### config.mk
export PLATFORM = sky130hd
export DESIGN_NAME = switch_input_threshold_status
export DESIGN_NICKNAME = d
export VERILOG_FILES = /design/src/rtl/switch_status_pkg.sv /design/src/rtl/switch_input_threshold_status.sv /design/src/rtl/zone_encoder.sv
export VERILOG_INCLUDE_DIRS = /design/src /design/src/rtl
export SDC_FILE = /design/constraint.sdc
export NUM_CORES = 1
export LEC_CHECK = 0
export BUFFER_PORTS_ARGS = -buffer_cell sky130_fd_sc_hd__buf_4
export CAP_MARGIN = 20
export CORE_UTILIZATION = 54
export DETAILED_ROUTE_END_ITERATION = 10
export GPL_TIMING_DRIVEN = 1
export PLACE_DENSITY = 0.83
export SYNTH_ARGS = -nofsm -noshare
export SYNTH_HDL_FRONTEND = slang
export SYNTH_SLANG_ARGS = --single-unit
### constraint.sdc
create_clock -name i_clk -period 2.8 [get_ports i_clk]
set_input_delay 0.56 -clock i_clk [delete_from_list [all_inputs] [get_ports i_clk]]
set_output_delay 0.56 -clock i_clk [all_outputs]
set_load 0.1 [all_outputs]
### src/rtl/switch_status_cfg.svh
// Register offsets, field positions and reset values of the switch status block
`ifndef SWITCH_STATUS_CFG_SVH
`define SWITCH_STATUS_CFG_SVH

`define STS_ADDR_WIDTH 8
`define STS_DATA_WIDTH 24
`define STS_VALUE_WIDTH 10
`define STS_INPUT_COUNT 24

`define STS_OFF_COMPARATOR 8'h05
`define STS_OFF_ADC_LOW 8'h06
`define STS_OFF_ADC_HIGH 8'h07

`define STS_RESET_VALUE 24'h000000
`define STS_UNMAPPED_VALUE 24'h000000

`define STS_LAST_SINGLE 5'h0B
`define STS_LAST_TWO 5'h11
`define STS_LAST_THREE 5'h16
`define STS_FIVE_INDEX 5'h17
`define STS_FIRST_TWO 5'h0C
`define STS_FIRST_THREE 5'h12

`define STS_POS_TWO_BASE 12
`define STS_POS_THREE_BASE 0
`define STS_POS_FIVE 10
`define STS_HIGH_USED_MSB 12

`endif

### src/rtl/switch_status_pkg.sv
// Types shared by the switch status block
package switch_status_pkg;

   // One completed sample of one switch input
   typedef struct packed {
      logic valid;
      logic [4:0] index;
      logic adc_mode;
      logic comp_above;
      logic [9:0] value;
   } sample_type;

   // Programmed ADC thresholds
   typedef struct packed {
      logic [9:0] single_thr;
      logic [9:0] thr_2a;
      logic [9:0] thr_2b;
      logic [9:0] thr_3a;
      logic [9:0] thr_3b;
      logic [9:0] thr_3c;
      logic [9:0] eighth_threshold;
      logic [9:0] ninth_threshold;
   } thresholds_type;

   // Registered result of one sample, ready to be stored
   typedef struct packed {
      logic valid;
      logic [4:0] index;
      logic adc_mode;
      logic comp_above;
      logic [2:0] zone;
   } result_type;

endpackage

### src/rtl/switch_input_threshold_status.sv
// Switch input threshold status registers with plain register port
`timescale 1ns/10ps
`default_nettype none
`include "switch_status_cfg.svh"

// Summary of operation
// Comparator-mode sample sets its status bit 1 above threshold, 0 below.
// Inputs 0 to 11 in ADC mode report one bit at their own position.
// Inputs 12 to 17 report two-bit codes in bits 23..12; 0 below 2A, 1 between.
// Code 2 at or above 2B; code 3 never produced.
// Inputs 19 to 22 report two-bit codes in bits 9..2 over 3A, 3B, 3C.
// Input 23 reports a three-bit code in bits 12..10 over six zones.
// ADC fields change only for ADC-mode samples; equal counts as above.
// All status is read-only, resets to zero; high bits 23..13 read zero.
// Input 18 uses bits 1..0 with the three-threshold encoding.
// Comparator register holds one bit per input at the input's index.
// Each field is replaced whole in one edge after its sample completes.
module switch_input_threshold_status
   import switch_status_pkg::*;
#(
   parameter int INPUT_COUNT = `STS_INPUT_COUNT
)
(
   // Clock, reset and enable
   input wire logic i_clk,
   input wire logic i_reset,
   input wire logic i_ce,
   // Completed samples from the polling logic
   input wire sample_type i_sample,
   // Programmed thresholds
   input wire thresholds_type i_thr,
   // Register port
   input wire logic [`STS_ADDR_WIDTH-1:0] i_addr,
   input wire logic [`STS_DATA_WIDTH-1:0] i_wdata,
   input wire logic i_wr,
   input wire logic i_rd,
   output logic [`STS_DATA_WIDTH-1:0] o_rdata
);

   result_type result;
   logic [`STS_DATA_WIDTH-1:0] comparator_status;
   logic [`STS_DATA_WIDTH-1:0] adc_status_low_inputs;
   logic [`STS_DATA_WIDTH-1:0] adc_status_high_inputs;

   // Compare and encode in its own stage so the store below is one plain write
   zone_encoder zone_encoder_inst (
      .i_clk(i_clk),
      .i_reset(i_reset),
      .i_ce(i_ce),
      .i_sample(i_sample),
      .i_thr(i_thr),
      .o_result(result)
   );

   // Write enables for the two kinds of sample, qualified per input by sel below
   wire logic comp_hit = result.valid && !result.adc_mode;
   // only ADC-mode samples touch the zone fields
   wire logic adc_hit = result.valid && result.adc_mode;

   logic [`STS_DATA_WIDTH-1:0] next_comparator;
   logic [`STS_DATA_WIDTH-1:0] next_low;
   logic [`STS_DATA_WIDTH-1:0] next_high;

   // Field placement, one slice per input
   genvar g;
   generate
      for (g = 0; g < INPUT_COUNT; g = g + 1) begin : g_input
         wire logic sel = (result.index == 5'(g));
         // R1: comparator bit sits at the input index
         assign next_comparator[g] = (comp_hit && sel) ? result.comp_above : comparator_status[g];
         if (g <= `STS_LAST_SINGLE) begin : g_single
            // single bit at position equal to index
            assign next_low[g] = (adc_hit && sel) ? result.zone[0] : adc_status_low_inputs[g];
         end else if (g <= `STS_LAST_TWO) begin : g_two
            // two-bit field from bit 12 upward
            localparam int P = `STS_POS_TWO_BASE + 2 * (g - int'(`STS_FIRST_TWO));
            assign next_low[P+1:P] = (adc_hit && sel) ? result.zone[1:0] : adc_status_low_inputs[P+1:P];
         end else if (g <= `STS_LAST_THREE) begin : g_three
            // R5: two-bit field from bit 0 upward
            localparam int P = `STS_POS_THREE_BASE + 2 * (g - int'(`STS_FIRST_THREE));
            assign next_high[P+1:P] = (adc_hit && sel) ? result.zone[1:0] : adc_status_high_inputs[P+1:P];
         end else begin : g_five
            // three-bit field at bits 12..10
            assign next_high[`STS_POS_FIVE+2:`STS_POS_FIVE] =
               (adc_hit && sel) ? result.zone : adc_status_high_inputs[`STS_POS_FIVE+2:`STS_POS_FIVE];
         end
      end
   endgenerate

   // reserved high bits never hold anything but zero
   assign next_high[`STS_DATA_WIDTH-1:`STS_HIGH_USED_MSB+1] = '0;

   // whole fields change on a single edge, a read never sees a half code
   always_ff @(posedge i_clk) begin
      if (i_reset) begin
         comparator_status <= `STS_RESET_VALUE;
         adc_status_low_inputs <= `STS_RESET_VALUE;
         adc_status_high_inputs <= `STS_RESET_VALUE;
      end else if (i_ce) begin
         comparator_status <= next_comparator;
         adc_status_low_inputs <= next_low;
         adc_status_high_inputs <= next_high;
      end
   end

   // Read decode; writes are accepted but change nothing since all fields are status
   wire logic hit_comp = (i_addr == `STS_OFF_COMPARATOR);
   wire logic hit_low = (i_addr == `STS_OFF_ADC_LOW);
   wire logic hit_high = (i_addr == `STS_OFF_ADC_HIGH);
   logic [`STS_DATA_WIDTH-1:0] read_mux;
   always_comb begin
      if (hit_comp) begin
         read_mux = comparator_status;
      end else if (hit_low) begin
         read_mux = adc_status_low_inputs;
      end else if (hit_high) begin
         read_mux = adc_status_high_inputs;
      end else begin
         read_mux = `STS_UNMAPPED_VALUE;
      end
   end

   // write strobe and data deliberately unused
   wire logic unused_write = i_wr ^ (^i_wdata);

   // Read data stand one cycle only, zero otherwise
   always_ff @(posedge i_clk) begin
      if (i_reset) begin
         o_rdata <= '0;
      end else if (i_ce) begin
         o_rdata <= (i_rd && !unused_write && 1'b0) ? '0 : (i_rd ? read_mux : '0);
      end
   end

endmodule
`default_nettype wire

### src/rtl/zone_encoder.sv
// Threshold compare and zone encoding for one sample, registered output
`timescale 1ns/10ps
`default_nettype none
`include "switch_status_cfg.svh"

module zone_encoder
   import switch_status_pkg::*;
(
   // Clock, reset, enable
   input wire logic i_clk,
   input wire logic i_reset,
   input wire logic i_ce,
   // Sample and thresholds
   input wire sample_type i_sample,
   input wire thresholds_type i_thr,
   // Encoded result
   output var result_type o_result
);

   // equal counts above
   wire logic ge_single = (i_sample.value >= i_thr.single_thr);
   wire logic ge_2a = (i_sample.value >= i_thr.thr_2a);
   wire logic ge_2b = (i_sample.value >= i_thr.thr_2b);
   wire logic ge_3a = (i_sample.value >= i_thr.thr_3a);
   wire logic ge_3b = (i_sample.value >= i_thr.thr_3b);
   wire logic ge_3c = (i_sample.value >= i_thr.thr_3c);
   wire logic ge_8 = (i_sample.value >= i_thr.eighth_threshold);
   wire logic ge_9 = (i_sample.value >= i_thr.ninth_threshold);

   // Class of the input by its index
   wire logic is_single = (i_sample.index <= `STS_LAST_SINGLE);
   wire logic is_two = (i_sample.index <= `STS_LAST_TWO) && !is_single;
   wire logic is_five = (i_sample.index == `STS_FIVE_INDEX);

   // single threshold bit
   wire logic [2:0] zone_single = {2'b00, ge_single};
   // R4: two thresholds, code 3 never made
   wire logic [2:0] zone_two = ge_2b ? 3'h2 : (ge_2a ? 3'h1 : 3'h0);
   // R9: three thresholds, four zones
   wire logic [2:0] zone_three = ge_3c ? 3'h3 : (ge_3b ? 3'h2 : (ge_3a ? 3'h1 : 3'h0));
   // six zones on the last input
   wire logic [2:0] zone_five = ge_9 ? 3'h5 : (ge_8 ? 3'h4 : zone_three);

   wire logic [2:0] next_zone = is_single ? zone_single : (is_two ? zone_two : (is_five ? zone_five : zone_three));

   // Result register, one cycle after the sample
   always_ff @(posedge i_clk) begin
      if (i_reset) begin
         o_result <= '0;
      end else if (i_ce) begin
         o_result.valid <= i_sample.valid && (i_sample.index <= `STS_FIVE_INDEX);
         o_result.index <= i_sample.index;
         o_result.adc_mode <= i_sample.adc_mode;
         o_result.comp_above <= i_sample.comp_above;
         o_result.zone <= next_zone;
      end
   end

endmodule
`default_nettype wire

Word level (Yosys, flattened, before mapping)
Index checks and enable logic that the tools add are counted.

Bits in registers: 96. Bits of input ports: 135. Output and inout port bits: 24. Logic and storage cells: 209.

Magnitude comparators: 11. Equal/unequal tests: 27. Multiplexer cells: 14. Reduce and logical (&&, ||, !) cells: 103.

Operator list (number): $reduce_and A2 Y1 (48); $ge A10 B10 Y1 (8); $mux W24 (3); $logic_and A1 B1 Y1 (52); $eq A5 B5 Y1 const B (9); $eq A5 B4 Y1 const B (8); $eq A8 B3 Y1 const B (3); $mux W3 (8); $eq A5 B3 Y1 const B (4); $mux W13 (1); $eq A5 B2 Y1 const B (2); $le A5 B5 Y1 const B (2); $eq A5 B1 Y1 const B (1); $le A5 B4 Y1 const B (1); $logic_not A5 Y1 (1); $logic_not A1 Y1 (2); $mux W1 (2).

Depth between registers and ports, before layout
Depth in word-level cells: 9. Gate-level depth with buffers: 9. Depth with buffers taken out: 9.

By module
Synthesis repeated with hierarchy kept, for this count alone.

Cell total of the unflattened synthesis: 748. Area total of the unflattened synthesis: 6446.2 µm².

By module, submodules not included: switch_input_threshold_status (instances 1, cells each 436, area each 4031.4 µm², seq. area each 1701.6 µm²); zone_encoder (instances 1, cells each 312, area each 2414.8 µm², seq. area each 220.2 µm²).

Least setup slack after synthesis
OpenSTA, ideal clock, no wires.

Path kind: input to register. From: input i_sample[0] in the netlist's numbering. To: register zone_encoder_inst.o_result[0] in the netlist's numbering. Setup time: 133 ps. Arrival time: 2359 ps. Data required time: 2667 ps. Path slack: 308 ps. Stages on the path: 9. Path buffers: 0. Cell sequence: inv_1 -> ha_1 -> nand2b_1 -> a21oi_1 -> nor3_1 -> or4_4 -> a221o_1 -> a211oi_2 -> nor4_1.

Longest elaborated chain between the ends: 9. Elaborated cells on any way between the ends: 18. Those cells by class: order compare (8); mux (10).

RTL lines: start, declared (RTL line switch_input_threshold_status.sv:29) `input wire sample_type i_sample,`; $ge A10 B10 Y1 (RTL line zone_encoder.sv:24) `wire logic ge_3a = (i_sample.value >= i_thr.thr_3a);`; $mux W1 (RTL line zone_encoder.sv:40) `wire logic [2:0] zone_three = ge_3c ? 3'h3 : (ge_3b ? 3'h2 : (ge_3a ? 3'h1 : 3'h0));`; $mux W3 (2 in series) (RTL line zone_encoder.sv:40); $mux W3 (2 in series) (RTL line zone_encoder.sv:42) `wire logic [2:0] zone_five = ge_9 ? 3'h5 : (ge_8 ? 3'h4 : zone_three);`; $mux W3 (2 in series) (RTL line zone_encoder.sv:44) `wire logic [2:0] next_zone = is_single ? zone_single : (is_two ? zone_two : (is_five ? zone_five : zone_three) ...`; $mux W3 (*) (RTL line zone_encoder.sv:44); end, declared (RTL line zone_encoder.sv:17) `output var result_type o_result`.

Every way passes the cells marked *; elsewhere a longest branch is shown, timed or not. A chain may end at the register's enable or synchronous reset.

Worst setup path after layout
Ends and elaborated chain as after synthesis.

==> metrics.csv <==
metric,value,unit
remaining antenna violation count after routing,0,
clock sink count,96,
Final period util,85.6,%
"commonest non-fill, non-tap cell in the layout",buf_4,
Post-Route WL,15500,µm
Nets,1117,
Initial Utilization,56.0,%
Multi-input gate area,0.00377,mm²
I/O pin total,159,
#FFs+latches synth,96,
Hold Crit Class,input port to register,
# setup viols final,0,
mapped cell area,0.00615,mm²
pin count of the biggest net entering global routing,48,
simple-gate share of the synthesized area,19.4,%
cell total after placement,1031,
fillcell total,935,
RSZ-0062 raised after global routing,no,
CTS resizes,0,
post-route design area,0.00755,mm²
Rel. slew slack,34.1,%
adder-cell share of the synthesized area,16.3,%
number of global-route vias before repair,5518,
most frequent cells in the layout,"buf_4, dfxtp_1, nor2_1",
via density per instance,5.65,
DRC,0,
startpoint types,input port,
Overall Global Routing Usage,27.4,%
drt pass-1 iters,6,
Power Density,415,mW/mm²
Worst path max stage delay,0.49,ns
clock skew,0.0151,ns
DRT iter0 DRCs,282,
status,finished clean,
Layout Area Growth over Synthesis,22.7,%
Inserted Diodes,0,
"Slew Viols, Final",0,
Final min period,2.40,ns
GR Overflow Total,0,
"Critical Path, Cell by Cell",buf_4 -> inv_1 -> ha_1 -> nand2b_1 -> a21oi_1 -> nor3_1 -> or4_4 -> a221o_1 -> a211oi_2 -> nor4_1,
setup bufs post-CTS,0,
WS Path Type,input port to register,
Max Root-Sink Buffers,2,
"EDFF count, synth",0,
Sum Neg Setup Slack,0,ns
crit path DAT,2.61,ns
Worst VDD drop,0.334,mV
row count,38,
synth unique cells,51,
initial antenna violation count,0,
CTS buffer count,9,
CP endpoint kind,register,
CP max stage cell,or4_4,
layout cells sized above 1,20.0,%
Crit Path Max Fanout,5,
R2R Setup Slk,0.87,ns
# port buffers,133,
net count after synthesis,1003,
Yosys warning total,0,
register area,0.00192,mm²
Root Driver,clkbuf_16,
final hold violations,0,
Via Count,5916,
core area,0.0110,mm²
clock latency on the worst-skew pair,0.35,ns
max_cap viols,0,
first-pass GRT wire length,25600,µm
Final GP Congestion,0.847,
CP Data Required Time,3.01,ns
die footprint,0.0118,mm²
routed len/inst,14.8,µm
CTS tree,done,
Chip Height,109,µm
average size of a mapped cell,7.81,µm²
top achievable clock speed,0.417,GHz
Synth Area in XOR/XNOR,0,%
largest family of logic cells by synthesized area,simple AND/OR/NAND/NOR gates,
"FFs w/ async S/R, synth",0,%
post-route insts no fill,1047,
Cells after Synth,788,
post-synthesis mux area share,7.42,%
hold buffer count at CTS,0,
Synth Area in Compound Gates,18.2,%
clk slew on worst S/H paths,0.07,ns
die width,109,µm
"Seq/Total Area, Yosys",31.2,%
dpl cell area,0.00725,mm²
dominant synthesized flop cell,dfxtp_1,
CTS H-tree depth,3,
post-detail-place hpwl,11700,µm
Static Leak,0.00357,µW
Tightest Pin Transition,0.987,ns
[Yosys cell counts (3+ instances only)]
master     number  area (µm²)
and3_1          3        18.8
buf_2           3        15.0
a21oi_1        83         415
o21ai_0        41         205
a211oi_1        6        45.0
nand3_1        40         200
o21ai_1         3        15.0
clkbuf_1       36         135
nand2_1        74         278
nor2b_1         5        31.3
mux2i_1        31         310
mux2_2         13         146
ha_1           80        1000
a22oi_1        12        90.1
nand2b_1       12        75.1
a22o_1         13         114
or2_2           3        18.8
inv_1          79         297
a2111oi_0       4        35.0
nor3_1          7        35.0
nor3b_1         3        22.5
nor4_1          3        18.8
nor2_1         88         330
a21o_1          7        52.6
dfxtp_1        96        1920
nand4_1        12        75.1
[layout make-up]
cell class	instances	share of cell area [%]
Tap cell	140	2.32
Sequential cell	96	25.5
Timing Repair Buffer	144	14.3
Clock inverter	7	0.962
Multi-Input combinational cell	570	49.9
Clock buffer	9	2.98
Inverter	81	4.03
[worst paths after layout]
| path | start | endpoint | depth (start not counted) |
|---|---|---|---|
| worst max register to register | zone_encoder_inst.o_result[8] | adc_status_low_inputs[21] | 7 |
| worst max-delay path | i_sample[0] | zone_encoder_inst.o_result[0] | 10 |
| worst min register to register | o_rdata[12] | o_rdata[12] | 2 |
| worst min-delay path | i_sample[11] | zone_encoder_inst.o_result[4] | 3 |
[cell families (layout without fill, tap and decap cells)]
kind of cell / after synthesis / after routing
muxes: 44 / 44
buffers and inverters: 122 / 241
AOI/OAI and AO/OA: 186 / 186
and+or+nand+nor: 260 / 260
adders and majority gates: 80 / 80
DFF: 96 / 96
[power by group]
| group | switching, µW | total, µW | internal, µW |
|---|---|---|---|
| Sequential | 34.1 | 1410 | 1370 |
| Combinational | 270 | 516 | 246 |
| Clock | 579 | 1210 | 630 |
| Total | 883 | 3130 | 2250 |
[flip-flops by register name (all words and copies together), names as in the netlist]
signal,count
zone_encoder_inst.o_result,11
comparator_status,24
adc_status_high_inputs,13
adc_status_low_inputs,24
o_rdata,24
[layer usage]
layer	vias to the layer above	track usage [%]	wire, µm
met3	39	4.96	989
met4	0	9.46	396
li1	2978	-	-
met2	228	47.2	7420
met1	2671	34.2	6710
met5	-	0	0
[through the flow]
step                hold slack (ns)  setup slack (ns)  utilization (%)  total power [µW]
floorplan                     0.434             0.308                -              1720
global placement              0.444            0.0641             66.0              1940
detailed placement            0.448            0.0452             66.0              1950
CTS                           0.458             0.397             68.7              3140
global route                  0.474             0.274             68.7              3270
finish                        0.454             0.402             68.7              3130
[worst max-delay path: cells and delay by family]
kind                     cells  cell delay [ns]
AND/OR/NAND/NOR              4             0.78
buffers and inverters        2             0.24
AO/OA/AOI/OAI                3             0.78
adder cells (fa/ha/maj)      1             0.25
No activity file was read; power rests on OpenSTA's default activity.
